[src/inc/uwbc_consts.vh]
`ifndef UWBC_CONSTS_VH
`define UWBC_CONSTS_VH
// ---------------------------------------------
// Register indices (byte address = 4 * index)
// ---------------------------------------------
`define UWBC_IDX_BAUD_HIGH 7'h70
`define UWBC_IDX_BAUD_LOW 7'h71
`define UWBC_IDX_CTRL_ONE 7'h72
`define UWBC_IDX_CTRL_TWO 7'h73
`define UWBC_IDX_STATUS_ONE 7'h74
`define UWBC_IDX_STATUS_TWO 7'h75
`define UWBC_IDX_DATA_LOW 7'h76
`define UWBC_IDX_DATA_HIGH 7'h77
// ---------------------------------------------
// Control one fields
// ---------------------------------------------
`define UWBC_C1_LOOP 7
`define UWBC_C1_ODRAIN 6
`define UWBC_C1_WORD9 4
`define UWBC_C1_WAKE 3
`define UWBC_C1_ILT 2
`define UWBC_C1_PE 1
`define UWBC_C1_PT 0
// ---------------------------------------------
// Control two fields
// ---------------------------------------------
`define UWBC_C2_TIE 7
`define UWBC_C2_TX_COMPLETE_IRQ_ENABLE 6
`define UWBC_C2_RIE 5
`define UWBC_C2_IDLE_IRQ_ENABLE 4
`define UWBC_C2_TE 3
`define UWBC_C2_RE 2
`define UWBC_C2_RWU 1
`define UWBC_C2_SBK 0
// ---------------------------------------------
// Reset values and timing
// ---------------------------------------------
`define UWBC_RST_BYTE 8'h00
`define UWBC_RST_DIV 13'h0000
`define UWBC_TICKS_PER_BIT 5'h1F
`define UWBC_SAMPLE_A 5'h0E
`define UWBC_SAMPLE_B 5'h0F
`define UWBC_SAMPLE_C 5'h10
`endif

[src/core/uwbc_top.v]
// Implementation choice: register access over Wishbone.
`default_nettype none
`include "uwbc_consts.vh"
// Function
// - Sleep suppresses every receiver status flag
// - New message or software write clears sleep
// - Idle wakeup after one frame of ones
// - Address character (MSB one) wakes sleeper
// - Short idle counts after start, long after stop
// - 13-bit modulus prescaler from crystal clock
// - Baud equals clock over 32 over divisor
// - Divisor high in bits 4..0, bit5 zero
// - Divisor writable any time, takes effect
// - Test bits writable in test mode only
// - Loop feeds transmitter to receiver, pin high
// - Open-drain pins when wired-OR bit set
// - Word bit selects eight or nine data bits
// - Wake bit selects idle or address wakeup
// - Parity enable, even or odd type
// - Transmit empty, complete, idle interrupt enables
// - Receive enable covers full and overrun
// - Start zero, LSB first, stop one
// - Idle flag once after message activity
module uwbc_top (
  // Clock and reset
  input wire ref_clk_in,
  input wire rst_in,
  // Wishbone slave
  input wire wb_cyc_in,
  input wire wb_stb_in,
  input wire wb_we_in,
  input wire [31:0] wb_adr_in,
  input wire [3:0] wb_sel_in,
  input wire [31:0] wb_dat_in,
  output wire [31:0] wb_dat_out,
  output wire wb_ack_out,
  // Device mode
  input wire test_mode_in,
  // Serial pins
  input wire rxd_in,
  output wire txd_out,
  output wire txd_oe_out,
  // Interrupt request
  output wire irq_out
);

  function parity9;
    input [8:0] bits;
    input word9;
    input odd;
    begin
      parity9 = ^(bits & (word9 ? 9'h0FF : 9'h07F)) ^ odd;
    end
  endfunction

  function maj3;
    input [2:0] s;
    begin
      maj3 = (s[0] & s[1]) | (s[0] & s[2]) | (s[1] & s[2]);
    end
  endfunction

  // ---------------------------------------------
  // Registers
  // ---------------------------------------------
  reg [7:0] ctl1_q;
  reg [7:0] ctl2_q;
  reg [12:0] div_q;
  reg [1:0] test_q;
  reg ack_q;
  reg [31:0] rdat_q;
  reg tx_empty_flag_q, tc_q, rx_full_flag_q, idle_q, or_q, nf_q, fe_q, pf_q;
  reg armed_q;
  reg [8:0] tx_buf_q;
  reg [8:0] rx_buf_q;
  reg sync1_q, sync2_q;

  wire req = wb_cyc_in & wb_stb_in & ~ack_q;
  wire wr = req & wb_we_in & wb_sel_in[0];
  wire rd = req & ~wb_we_in;
  wire [6:0] idx = wb_adr_in[8:2];
  wire [7:0] wb8 = wb_dat_in[7:0];
  wire wr_bh = wr & (idx == `UWBC_IDX_BAUD_HIGH);
  wire wr_bl = wr & (idx == `UWBC_IDX_BAUD_LOW);
  wire wr_c1 = wr & (idx == `UWBC_IDX_CTRL_ONE);
  wire wr_c2 = wr & (idx == `UWBC_IDX_CTRL_TWO);
  wire wr_dl = wr & (idx == `UWBC_IDX_DATA_LOW);
  wire wr_dh = wr & (idx == `UWBC_IDX_DATA_HIGH);
  wire rd_s1 = rd & (idx == `UWBC_IDX_STATUS_ONE);
  wire rd_dl = rd & (idx == `UWBC_IDX_DATA_LOW);

  wire loop_en = ctl1_q[`UWBC_C1_LOOP];
  wire od_en = ctl1_q[`UWBC_C1_ODRAIN];
  wire word9 = ctl1_q[`UWBC_C1_WORD9];
  wire wake_addr = ctl1_q[`UWBC_C1_WAKE];
  wire ilt_long = ctl1_q[`UWBC_C1_ILT];
  wire par_en = ctl1_q[`UWBC_C1_PE];
  wire par_odd = ctl1_q[`UWBC_C1_PT];
  wire te = ctl2_q[`UWBC_C2_TE];
  wire re = ctl2_q[`UWBC_C2_RE];
  wire sleep = ctl2_q[`UWBC_C2_RWU];

  // ---------------------------------------------
  // Baud prescaler
  // ---------------------------------------------
  reg [12:0] pre_q;
  // Zero divisor holds the generator still
  wire tick = (div_q != 13'h0000) && (pre_q >= div_q - 13'h0001);
  always @(posedge ref_clk_in) begin
    if (rst_in) begin
      pre_q <= 13'h0000;
    end else if (tick || div_q == 13'h0000) begin
      pre_q <= 13'h0000;
    end else begin
      // Compare with >= so a smaller new divisor applies at once
      pre_q <= pre_q + 13'h0001;
    end
  end

  // ---------------------------------------------
  // Transmitter
  // ---------------------------------------------
  reg tx_busy_q;
  reg [10:0] tx_sh_q;
  reg [3:0] tx_bits_q;
  reg [4:0] tx_ph_q;
  reg tx_line_q;
  wire [3:0] frame_bits = word9 ? 4'hB : 4'hA;
  wire [8:0] tx_word = par_en ?
    (word9 ? {parity9(tx_buf_q, 1'b1, par_odd), tx_buf_q[7:0]}
           : {1'b0, parity9(tx_buf_q, 1'b0, par_odd), tx_buf_q[6:0]}) : tx_buf_q;
  wire tx_load = ~tx_busy_q & ~tx_empty_flag_q & te;
  wire tx_done = tx_busy_q & tick & (tx_ph_q == `UWBC_TICKS_PER_BIT)
                 & (tx_bits_q == 4'h1);
  always @(posedge ref_clk_in) begin
    if (rst_in) begin
      tx_busy_q <= 1'b0;
      tx_sh_q <= 11'h7FF;
      tx_bits_q <= 4'h0;
      tx_ph_q <= 5'h00;
      tx_line_q <= 1'b1;
    end else if (tx_load) begin
      tx_busy_q <= 1'b1;
      // Start zero, word LSB first, stop one
      tx_sh_q <= word9 ? {1'b1, tx_word, 1'b0} : {2'b11, tx_word[7:0], 1'b0};
      tx_bits_q <= frame_bits;
      tx_ph_q <= 5'h00;
      tx_line_q <= 1'b1;
    end else if (tx_busy_q && tick) begin
      tx_ph_q <= tx_ph_q + 5'h01;
      if (tx_ph_q == 5'h00) begin
        tx_line_q <= tx_sh_q[0];
      end
      if (tx_ph_q == `UWBC_TICKS_PER_BIT) begin
        tx_sh_q <= {1'b1, tx_sh_q[10:1]};
        tx_bits_q <= tx_bits_q - 4'h1;
        if (tx_bits_q == 4'h1) begin
          tx_busy_q <= 1'b0;
        end
      end
    end
  end

  // Loop: pin parks high, receiver hears the shifter
  wire tx_bit = loop_en ? 1'b1 : tx_line_q;
  assign txd_out = od_en ? 1'b0 : tx_bit;
  assign txd_oe_out = te & (~od_en | ~tx_bit);

  // ---------------------------------------------
  // Receiver
  // ---------------------------------------------
  always @(posedge ref_clk_in) begin
    if (rst_in) begin
      sync1_q <= 1'b1;
      sync2_q <= 1'b1;
    end else begin
      sync1_q <= rxd_in;
      sync2_q <= sync1_q;
    end
  end
  // Loop needs both ends enabled
  wire rx_src = loop_en ? (te ? tx_line_q : 1'b1) : sync2_q;
  wire rx_line = re ? rx_src : 1'b1;

  localparam RX_IDLE = 2'h0;
  localparam RX_START = 2'h1;
  localparam RX_DATA = 2'h2;
  localparam RX_STOP = 2'h3;
  reg [1:0] rx_st_q;
  reg [4:0] rx_ph_q;
  reg [3:0] rx_cnt_q;
  reg [8:0] rx_sh_q;
  reg [2:0] smp_q;
  reg noise_q;
  reg rx_end_q;
  reg [8:0] rx_word_q;
  reg rx_ferr_q, rx_noise_q;
  wire [2:0] smp_now = {smp_q[1:0], rx_line};
  wire bit_val = maj3(smp_now);
  wire bit_noisy = ~(&smp_now) & (|smp_now);
  wire at_mid = tick & (rx_ph_q == `UWBC_SAMPLE_C);
  wire [3:0] data_bits = word9 ? 4'h9 : 4'h8;
  always @(posedge ref_clk_in) begin
    if (rst_in) begin
      rx_st_q <= RX_IDLE;
      rx_ph_q <= 5'h00;
      rx_cnt_q <= 4'h0;
      rx_sh_q <= 9'h000;
      smp_q <= 3'h7;
      noise_q <= 1'b0;
      rx_end_q <= 1'b0;
      rx_word_q <= 9'h000;
      rx_ferr_q <= 1'b0;
      rx_noise_q <= 1'b0;
    end else begin
      rx_end_q <= 1'b0;
      if (tick) begin
        rx_ph_q <= rx_ph_q + 5'h01;
        if (rx_ph_q == `UWBC_SAMPLE_A || rx_ph_q == `UWBC_SAMPLE_B) begin
          smp_q <= smp_now;
        end
      end
      case (rx_st_q)
        RX_IDLE: begin
          if (tick && !rx_line) begin
            rx_st_q <= RX_START;
            rx_ph_q <= 5'h01;
            noise_q <= 1'b0;
          end
        end
        RX_START: begin
          if (at_mid) begin
            // False start bit returns to idle
            rx_st_q <= bit_val ? RX_IDLE : RX_DATA;
            noise_q <= bit_noisy;
            rx_cnt_q <= 4'h0;
          end
        end
        RX_DATA: begin
          if (at_mid) begin
            noise_q <= noise_q | bit_noisy;
            rx_sh_q <= word9 ? {bit_val, rx_sh_q[8:1]} : {1'b0, bit_val, rx_sh_q[7:1]};
            rx_cnt_q <= rx_cnt_q + 4'h1;
            if (rx_cnt_q == data_bits - 4'h1) begin
              rx_st_q <= RX_STOP;
            end
          end
        end
        RX_STOP: begin
          if (at_mid) begin
            rx_st_q <= RX_IDLE;
            rx_end_q <= 1'b1;
            rx_word_q <= rx_sh_q;
            rx_ferr_q <= ~bit_val;
            rx_noise_q <= noise_q | bit_noisy;
          end
        end
        default: begin
          rx_st_q <= RX_IDLE;
        end
      endcase
    end
  end
  wire rx_busy = (rx_st_q != RX_IDLE);
  wire rx_msb = word9 ? rx_word_q[8] : rx_word_q[7];
  wire rx_par_bad = par_en & (parity9(rx_word_q, word9, par_odd) ^ rx_msb);
  wire addr_wake = sleep & wake_addr & rx_end_q & rx_msb;

  // ---------------------------------------------
  // Idle line detection
  // ---------------------------------------------
  reg [8:0] ones_q;
  reg active_q;
  wire [8:0] idle_need = {frame_bits, 5'h00};
  // Short mode keeps counting through trailing ones of a frame
  wire ones_clr = ~rx_line | (ilt_long & rx_busy);
  wire idle_hit = tick & ~ones_clr & (ones_q == idle_need - 9'h001);
  wire idle_wake = sleep & ~wake_addr & idle_hit;
  always @(posedge ref_clk_in) begin
    if (rst_in) begin
      ones_q <= 9'h000;
      active_q <= 1'b0;
    end else begin
      if (ones_clr) begin
        ones_q <= 9'h000;
      // Saturate at the limit, so a word-size change cannot wrap the count
      end else if (tick && ones_q < idle_need) begin
        ones_q <= ones_q + 9'h001;
      end
      // Armed by traffic, spent by the next idle detection, even one not reported while asleep
      if (rx_busy) begin
        active_q <= 1'b1;
      end else if (idle_hit) begin
        active_q <= 1'b0;
      end
    end
  end

  // ---------------------------------------------
  // Status flags
  // ---------------------------------------------
  wire rx_ok = rx_end_q & (~sleep | addr_wake);
  wire rx_clr = rd_dl & armed_q;
  wire load_rdr = rx_ok & ~rx_full_flag_q & ~fe_q;
  always @(posedge ref_clk_in) begin
    if (rst_in) begin
      tx_empty_flag_q <= 1'b1;
      tc_q <= 1'b1;
      rx_full_flag_q <= 1'b0;
      idle_q <= 1'b0;
      or_q <= 1'b0;
      nf_q <= 1'b0;
      fe_q <= 1'b0;
      pf_q <= 1'b0;
      armed_q <= 1'b0;
      tx_buf_q <= 9'h000;
      rx_buf_q <= 9'h000;
    end else begin
      if (rd_s1) begin
        armed_q <= 1'b1;
      end else if (rd_dl || wr_dl) begin
        armed_q <= 1'b0;
      end
      if (wr_dl) begin
        tx_buf_q[7:0] <= wb8;
      end
      if (wr_dh) begin
        tx_buf_q[8] <= wb8[0];
      end
      // Events win over clears in the same cycle
      if (tx_load) begin
        tx_empty_flag_q <= 1'b1;
      end else if (wr_dl) begin
        tx_empty_flag_q <= 1'b0;
      end
      if (tx_done) begin
        tc_q <= 1'b1;
      end else if (wr_dl) begin
        tc_q <= 1'b0;
      end
      if (load_rdr) begin
        rx_full_flag_q <= 1'b1;
        rx_buf_q <= rx_word_q;
        nf_q <= rx_noise_q;
        fe_q <= rx_ferr_q;
        pf_q <= rx_par_bad;
      end else if (rx_clr) begin
        rx_full_flag_q <= 1'b0;
        nf_q <= 1'b0;
        fe_q <= 1'b0;
        pf_q <= 1'b0;
      end
      if (rx_ok && (rx_full_flag_q || fe_q)) begin
        or_q <= 1'b1;
      end else if (rx_clr) begin
        or_q <= 1'b0;
      end
      if (idle_hit && active_q && !sleep) begin
        idle_q <= 1'b1;
      end else if (rx_clr) begin
        idle_q <= 1'b0;
      end
    end
  end

  // Receiver activity hidden while asleep
  wire rx_active_flag = rx_busy & ~sleep;

  assign irq_out = (tx_empty_flag_q & ctl2_q[`UWBC_C2_TIE]) | (tc_q & ctl2_q[`UWBC_C2_TX_COMPLETE_IRQ_ENABLE])
                 | (idle_q & ctl2_q[`UWBC_C2_IDLE_IRQ_ENABLE])
                 | ((rx_full_flag_q | or_q) & ctl2_q[`UWBC_C2_RIE]);

  // ---------------------------------------------
  // Control registers
  // ---------------------------------------------
  always @(posedge ref_clk_in) begin
    if (rst_in) begin
      ctl1_q <= `UWBC_RST_BYTE;
      ctl2_q <= `UWBC_RST_BYTE;
      div_q <= `UWBC_RST_DIV;
      test_q <= 2'b00;
    end else begin
      if (wr_c1) begin
        ctl1_q <= {wb8[7:6], 1'b0, wb8[4:0]};
      end
      if (wr_c2) begin
        ctl2_q <= wb8;
      end else if (idle_wake || addr_wake) begin
        ctl2_q[`UWBC_C2_RWU] <= 1'b0;
      end
      if (wr_bh) begin
        div_q[12:8] <= wb8[4:0];
        if (test_mode_in) begin
          test_q <= wb8[7:6];
        end
      end
      if (wr_bl) begin
        div_q[7:0] <= wb8;
      end
    end
  end

  // ---------------------------------------------
  // Bus read path
  // ---------------------------------------------
  reg [7:0] rmux;
  always @* begin
    case (idx)
      `UWBC_IDX_BAUD_HIGH: rmux = {test_q, 1'b0, div_q[12:8]};
      `UWBC_IDX_BAUD_LOW: rmux = div_q[7:0];
      `UWBC_IDX_CTRL_ONE: rmux = ctl1_q;
      `UWBC_IDX_CTRL_TWO: rmux = ctl2_q;
      `UWBC_IDX_STATUS_ONE: rmux = {tx_empty_flag_q, tc_q, rx_full_flag_q, idle_q, or_q, nf_q, fe_q, pf_q};
      `UWBC_IDX_STATUS_TWO: rmux = {7'h00, rx_active_flag};
      `UWBC_IDX_DATA_LOW: rmux = rx_buf_q[7:0];
      `UWBC_IDX_DATA_HIGH: rmux = {7'h00, rx_buf_q[8]};
      default: rmux = 8'h00;
    endcase
  end

  always @(posedge ref_clk_in) begin
    if (rst_in) begin
      ack_q <= 1'b0;
      rdat_q <= 32'h00000000;
    end else begin
      ack_q <= req;
      rdat_q <= rd ? {24'h000000, rmux} : 32'h00000000;
    end
  end
  assign wb_ack_out = ack_q;
  assign wb_dat_out = rdat_q;

endmodule
`default_nettype wire

[config.mk]
export PLATFORM = sky130hd
export DESIGN_NAME = uwbc_top
export DESIGN_NICKNAME = d
export VERILOG_FILES = /design/src/core/uwbc_top.v
export VERILOG_INCLUDE_DIRS = /design/src /design/src/inc
export SDC_FILE = /design/constraint.sdc
export NUM_CORES = 1
export LEC_CHECK = 0
export BUFFER_PORTS_ARGS = -buffer_cell sky130_fd_sc_hd__clkbuf_2
export CAP_MARGIN = 15
export CELL_PAD_IN_SITES_DETAIL_PLACEMENT = 1
export CELL_PAD_IN_SITES_GLOBAL_PLACEMENT = 1
export CORE_MARGIN = 2
export CORE_UTILIZATION = 39
export CTS_CLUSTER_DIAMETER = 50
export CTS_CLUSTER_SIZE = 25
export DETAILED_ROUTE_END_ITERATION = 8
export PLACE_DENSITY = 0.88
export REMOVE_ABC_BUFFERS = 1
export SETUP_SLACK_MARGIN = 0.05
export SYNTH_ARGS = -nofsm -noshare
export SYNTH_HDL_FRONTEND = slang
export SYNTH_SLANG_ARGS = --single-unit
[constraint.sdc]
create_clock -name ref_clk_in -period 3.2 [get_ports ref_clk_in]
set_input_delay 0.48 -clock ref_clk_in [delete_from_list [all_inputs] [get_ports ref_clk_in]]
set_output_delay 0.48 -clock ref_clk_in [all_outputs]
set_load 0.005 [all_outputs]
# Word level (Yosys, flattened, before mapping)
# Index checks and enable logic that the tools add are counted.
# totals
word_cells	254
output_inout_bits	36
ff_bits	172
inputBits	75
# op_classes
magnitude_cmp	2
muxes	55
eq_ne	23
reduce_logical	51
addsub	9
bitwise_logic	73
# op_table
operator	n
8-bit one-hot mux with 8 select lines	1
7-bit == test, second input constant	8
1-bit AND	42
11-bit two-way mux	3
1-bit two-way mux	29
9-bit two-way mux	3
9-bit parity	3
2-bit nonzero test	11
4-bit two-way mux	5
1-bit NOT	16
5-bit two-way mux	3
13-bit by 1-bit adder with 13-bit output, second input constant	1
13-bit greater-or-equal comparator	1
13-bit logical NOT	1
13-bit nonzero test	1
13-bit by 1-bit subtractor with 13-bit output, second input constant	1
2-bit two-way mux	6
2-bit AND reduction	6
2-bit OR reduction	6
5-bit by 1-bit adder with 5-bit output, second input constant	2
5-bit by 4-bit == test with 1-bit output, second input constant	2
5-bit == test, second input constant	2
10-bit two-way mux	1
2-bit inequality test, second input constant	5
27 further kinds	54

# Longest topological paths before layout
# logic_depth
word_depth	12
depth_mapped	16
ltp_nobuf	13

# Least setup slack after synthesis
# Ideal clock, no wire load.
# synth_path
path_type	register -> register
start	register div_q[2]
end	register noise_q
slack_ns	-0.096
n_path_buf	0
t_arrival_ns	3.175
setup_time_ns	0.121
synth_period_minus_slack_ns	3.296
path_stages_with_launch	14
t_required_ns	3.079
path_cell_list	dfxtp_1 > nor2_1 > and3b_1 > nand2_1 > or4_1 > xor2_1 > ha_1 > a211oi_1 > nor2_1 > a211o_1 > a211oi_2 > o31ai_1 > a21boi_1 > mux2_4
# synth_between
elab_chain_len	6
word_cells_on_any_way	10
classes_between	add/sub: 1; order compare: 1; eq/ne: 3; bitwise: 1; reduce/logical: 4
# synth_lines
item	line	source
start, declared	uwbc_top.v:68	reg [12:0] div_q;
start signal, assigned	uwbc_top.v:380	div_q <= `UWBC_RST_DIV;
start signal, assigned	uwbc_top.v:398	div_q[7:0] <= wb8;
13-bit by 1-bit subtractor with 13-bit output	uwbc_top.v:108	wire tick = (div_q != 13'h0000) && (pre_q >= div_q - 13'h0001);
13-bit greater-or-equal comparator	uwbc_top.v:108	
1-bit logical AND (*)	uwbc_top.v:108	
1-bit AND or 1-bit logical AND (tied branches)	uwbc_top.v:201, uwbc_top.v:225	
2-bit inequality test (no source line)	--	
4-bit AND reduction (no source line) (*)	--	
end signal, assigned	uwbc_top.v:235	noise_q <= bit_noisy;
end signal, assigned	uwbc_top.v:241	noise_q <= noise_q | bit_noisy;
end, declared	uwbc_top.v:194	reg noise_q;
# Mark *: on every way between the ends. The rest lies on a longest branch, timed or not.
# A chain may end at the register's enable or synchronous reset.

# Worst setup path in the final report
# Same ends and word-level chain as after synthesis.

==> run metrics <==
status complete, but fails checks; failing checks setup timing; Die Area 20000 um2; Global Route Usage Sum 24.2%; Setup Skew 0.0128 ns; layout cells sized above 1 approximately a quarter; clk slew on worst S/H paths 0.06 ns; R2R depth 14; Post-Layout Cell Count 1187; PortBufs 34; warning count from the yosys run 0; Crit path largest cell delay 0.41 ns; largest cells by area after synthesis dfxtp_1 40%, nand2_1 5.5%, ha_1 5.4%, nor2_1 4.7%, a21oi_1 4.6%; GPL Wtd Cong 0.820; Crit. End Element flip-flop; Critical Path, Cell by Cell nor2_2 > and3b_2 > nand2_2 > or4_4 > xor2_1 > ha_1 > nand4_1 > nor2_2 > a211o_1 > a211oi_2 > clkbuf_16 > or3_4 > a21boi_2 > mux2_4; arrival time of the worst setup path roughly 3.7 ns; Initial Util about two fifths; DR vias/cell 5.79; Std-Cell Rows 50; Clock Sink Count 147; ys async rst share 0%; setup ws final -0.180 ns; RSZ-0062 raised after global routing true; total number of H-tree levels 4; CTS Buf Count 17; worst min path class in -> reg; fmax 296 MHz; mapped cell area 7360 um2; period utilization 106%; most frequent CP cell nor2_2; max_cap viols 0; largest area contributor in the netlist dfxtp_1; Final nets 1050; top-level I/O count approximately 110; sequential cell area fraction in the yosys report ~40%; CTS max path bufs 2; Hold Path End sync1_q$_SDFF_PP1_; final instance area slightly above 9000 um2; drt total wl 25300 um; core box area roughly 19000 um2; Rel. slew slack 45.0%; static leakage 3.60 nW; largest net degree at the start of global routing between 40 and 50; Area Overhead vs Synth 25.8%; actual slew at the worst max-slew pin 0.825 ns; Final Hold Fails 0; Most used DFF post-synth dfxtp_1; setup violators final 65; Synth top area share 40.0%; diode count 0; DP Cell Count 1142; antenna violations before repair 0; vias in the first global route 7146; reg2reg setup slack -0.18 ns; first-pass GRT wire length 38000 um; clock tree from TritonCTS yes; Max FO, Critical Path 6; worst skew pair latency 0.43 ns; max-slew violations 0; DP Area 7950 um2; crit path time final 3.38 ns; GRT Residual Overflow 0; PwrDens around 430 nW/um2; Hold Crit Start rxd_in; Die Y 141 um; Max IR drop VDD 0.345 mV; Yosys cell types 66; number of flops mapped to enable cells by yosys 0; Max stage delay cell, worst path or4_4; DR pass1 iterations 4; detailed placement HPWL 15100 um; Crit Path Category reg -> reg; Critical Path RT 3.51 ns; post-detailed-route wirelength per cell 21.3 um; Critical Path Start Type flip-flop; CTS root buffer clkbuf_16; Final ANT Viol Nets 0; die width 141 um; Avg Inst Size Synth 8.49 um2; Min-Delay Path Depth 2; Seq cells post-synth 147; Residual DRC 0; Cells after Synth about 870; terminus of the critical flop-to-flop path noise_q$_SDFFE_PP0P_; Via Count 6875; DRT iter0 DRCs 483; Crit Reg-Reg Startpoint div_q[2]$_SDFFE_PP0P_
worst max-delay path: cells and delay by family (launching register included):
family | cells | cell delay, ns
and+or+nand+nor | 7 | 1.50
AOI/OAI and AO/OA | 3 | 0.43
DFF | 1 | 0.33
adders and majority gates | 1 | 0.33
muxes | 1 | 0.32
buffers and inverters | 1 | 0.20
xor gates and xnor gates | 1 | 0.16
cells in the final DEF, fill, tap and decap left out, types with 9 or more instances in the layout:
master and instances:
o21ai_0 14, nor2_2 15, buf_6 10, a21oi_1 56, and3_1 9, nand3_1 43
dfxtp_1 144, mux2i_1 24, clkbuf_2 33, xor2_1 21, a21oi_2 10, nand2_1 92
ha_1 32, nand2_2 12, nor2_1 75, inv_1 23, buf_4 44, conb_1 24
xnor2_1 26, nor3_1 24, clkbuf_16 19, nand4_1 13
Yosys cell counts, types with 5 or more instances:
library cell and n:
nor4_1 5, and3_1 10, nor2_1 92, and2_1 8, nand2_1 107, nand4_1 13
nand3_1 46, nor2b_1 6, or3_1 7, o21ai_0 19, ha_1 32, inv_1 23
dfxtp_1 147, nor3_1 31, a211oi_1 11, xor2_1 22, clkbuf_1 28, a211o_1 6
xnor2_1 28, buf_4 26, buf_2 6, mux2i_1 30, nand2b_1 6, a21oi_1 67
nand3b_1 5, a22oi_1 10
flip-flops by register name (all words and copies together), names as in the netlist, 5 cells and up, named ones only:
name / flops
pre_q: 13
tx_ph_q: 5
rx_ph_q: 5
rx_buf_q: 9
wb_dat_out: 8
ones_q: 9
tx_sh_q: 10
ctl1_q: 7
rx_word_q: 9
div_q: 13
rx_sh_q: 9
tx_buf_q: 9
ctl2_q: 8
report_power, final:
group	internal [mW]	total (mW)	leakage, nW	switching (mW)
registers	1.83	1.84	1.19	0.00373
logic	0.0364	0.133	2.14	0.0961
clock network	1.18	1.97	0.276	0.787
total	3.05	3.94	3.60	0.887
cell families after synthesis:
logic type | synth area share (%)
AND/OR/NAND/NOR | 24.4
flip-flops | 40.0
AO/OA/AOI/OAI | 12.2
buffers and inverters | 6.33
XOR/XNOR | 5.95
multiplexers | 5.66
adder cells (fa/ha/maj) | 5.44
other | 0.0510
worst max path at each step:
stage          depth (start not counted)                   from  slack, ns                   endpoint
3_5_place_dp                          14  div_q[4]$_SDFFE_PP0P_      -0.14    tx_sh_q[3]$_SDFFE_PP1P_
2_1_floorplan                         13  div_q[2]$_SDFFE_PP0P_      -0.16      rx_ph_q[3]$_SDFF_PP0_
6_report                              14  div_q[2]$_SDFFE_PP0P_      -0.18       noise_q$_SDFFE_PP0P_
3_3_place_gp                          14  div_q[4]$_SDFFE_PP0P_      -0.09  tx_bits_q[0]$_SDFFE_PP0P_
4_1_cts                               14  div_q[4]$_SDFFE_PP0P_       -0.1       noise_q$_SDFFE_PP0P_
5_1_grt                               14  div_q[2]$_SDFFE_PP0P_      -0.32       noise_q$_SDFFE_PP0P_
through the flow:
step	power [mW]	util, %	setup slack [ns]	hold slack, ns	TNS (ns)
after floorplan	1.92	-	-0.163	0.389	-2.18
after global placement	1.99	42.8	-0.0882	0.424	-0.711
after detailed placement	1.99	42.8	-0.144	0.433	-2.28
after CTS	3.93	48.1	-0.0967	0.228	-1.06
after global routing	4.04	49.8	-0.316	0.238	-13.32
final	3.94	49.8	-0.180	0.234	-3.85
layout make-up:
| type | count | area, um2 |
|---|---|---|
| fill | 2131 | 9330 |
| multi-input combinational | 657 | 4560 |
| sequential | 147 | 2950 |
| timing repair buffer | 96 | 796 |
| clock buffer | 21 | 460 |
| tap | 234 | 293 |
| clock inverter | 8 | 104 |
| inverter | 24 | 90.1 |
what timing repair did:
item	in CTS	in global routing
setup endpoints to repair	70	82
pin swaps	37	36
resized for setup	76	62
hold buffers	0	0
cloned	4	2
buffers inserted	7	3
metal layers:
metal / vias up / routed length [um] / global-route usage (%)
met5: - / 0 / 0
li1: 3144 / - / -
met1: 3431 / 10400 / 28.3
met4: 0 / 926 / 10.4
met2: 228 / 12900 / 43.5
met3: 72 / 1080 / 4.22
Note: power is estimated with default switching activity, not from simulation.
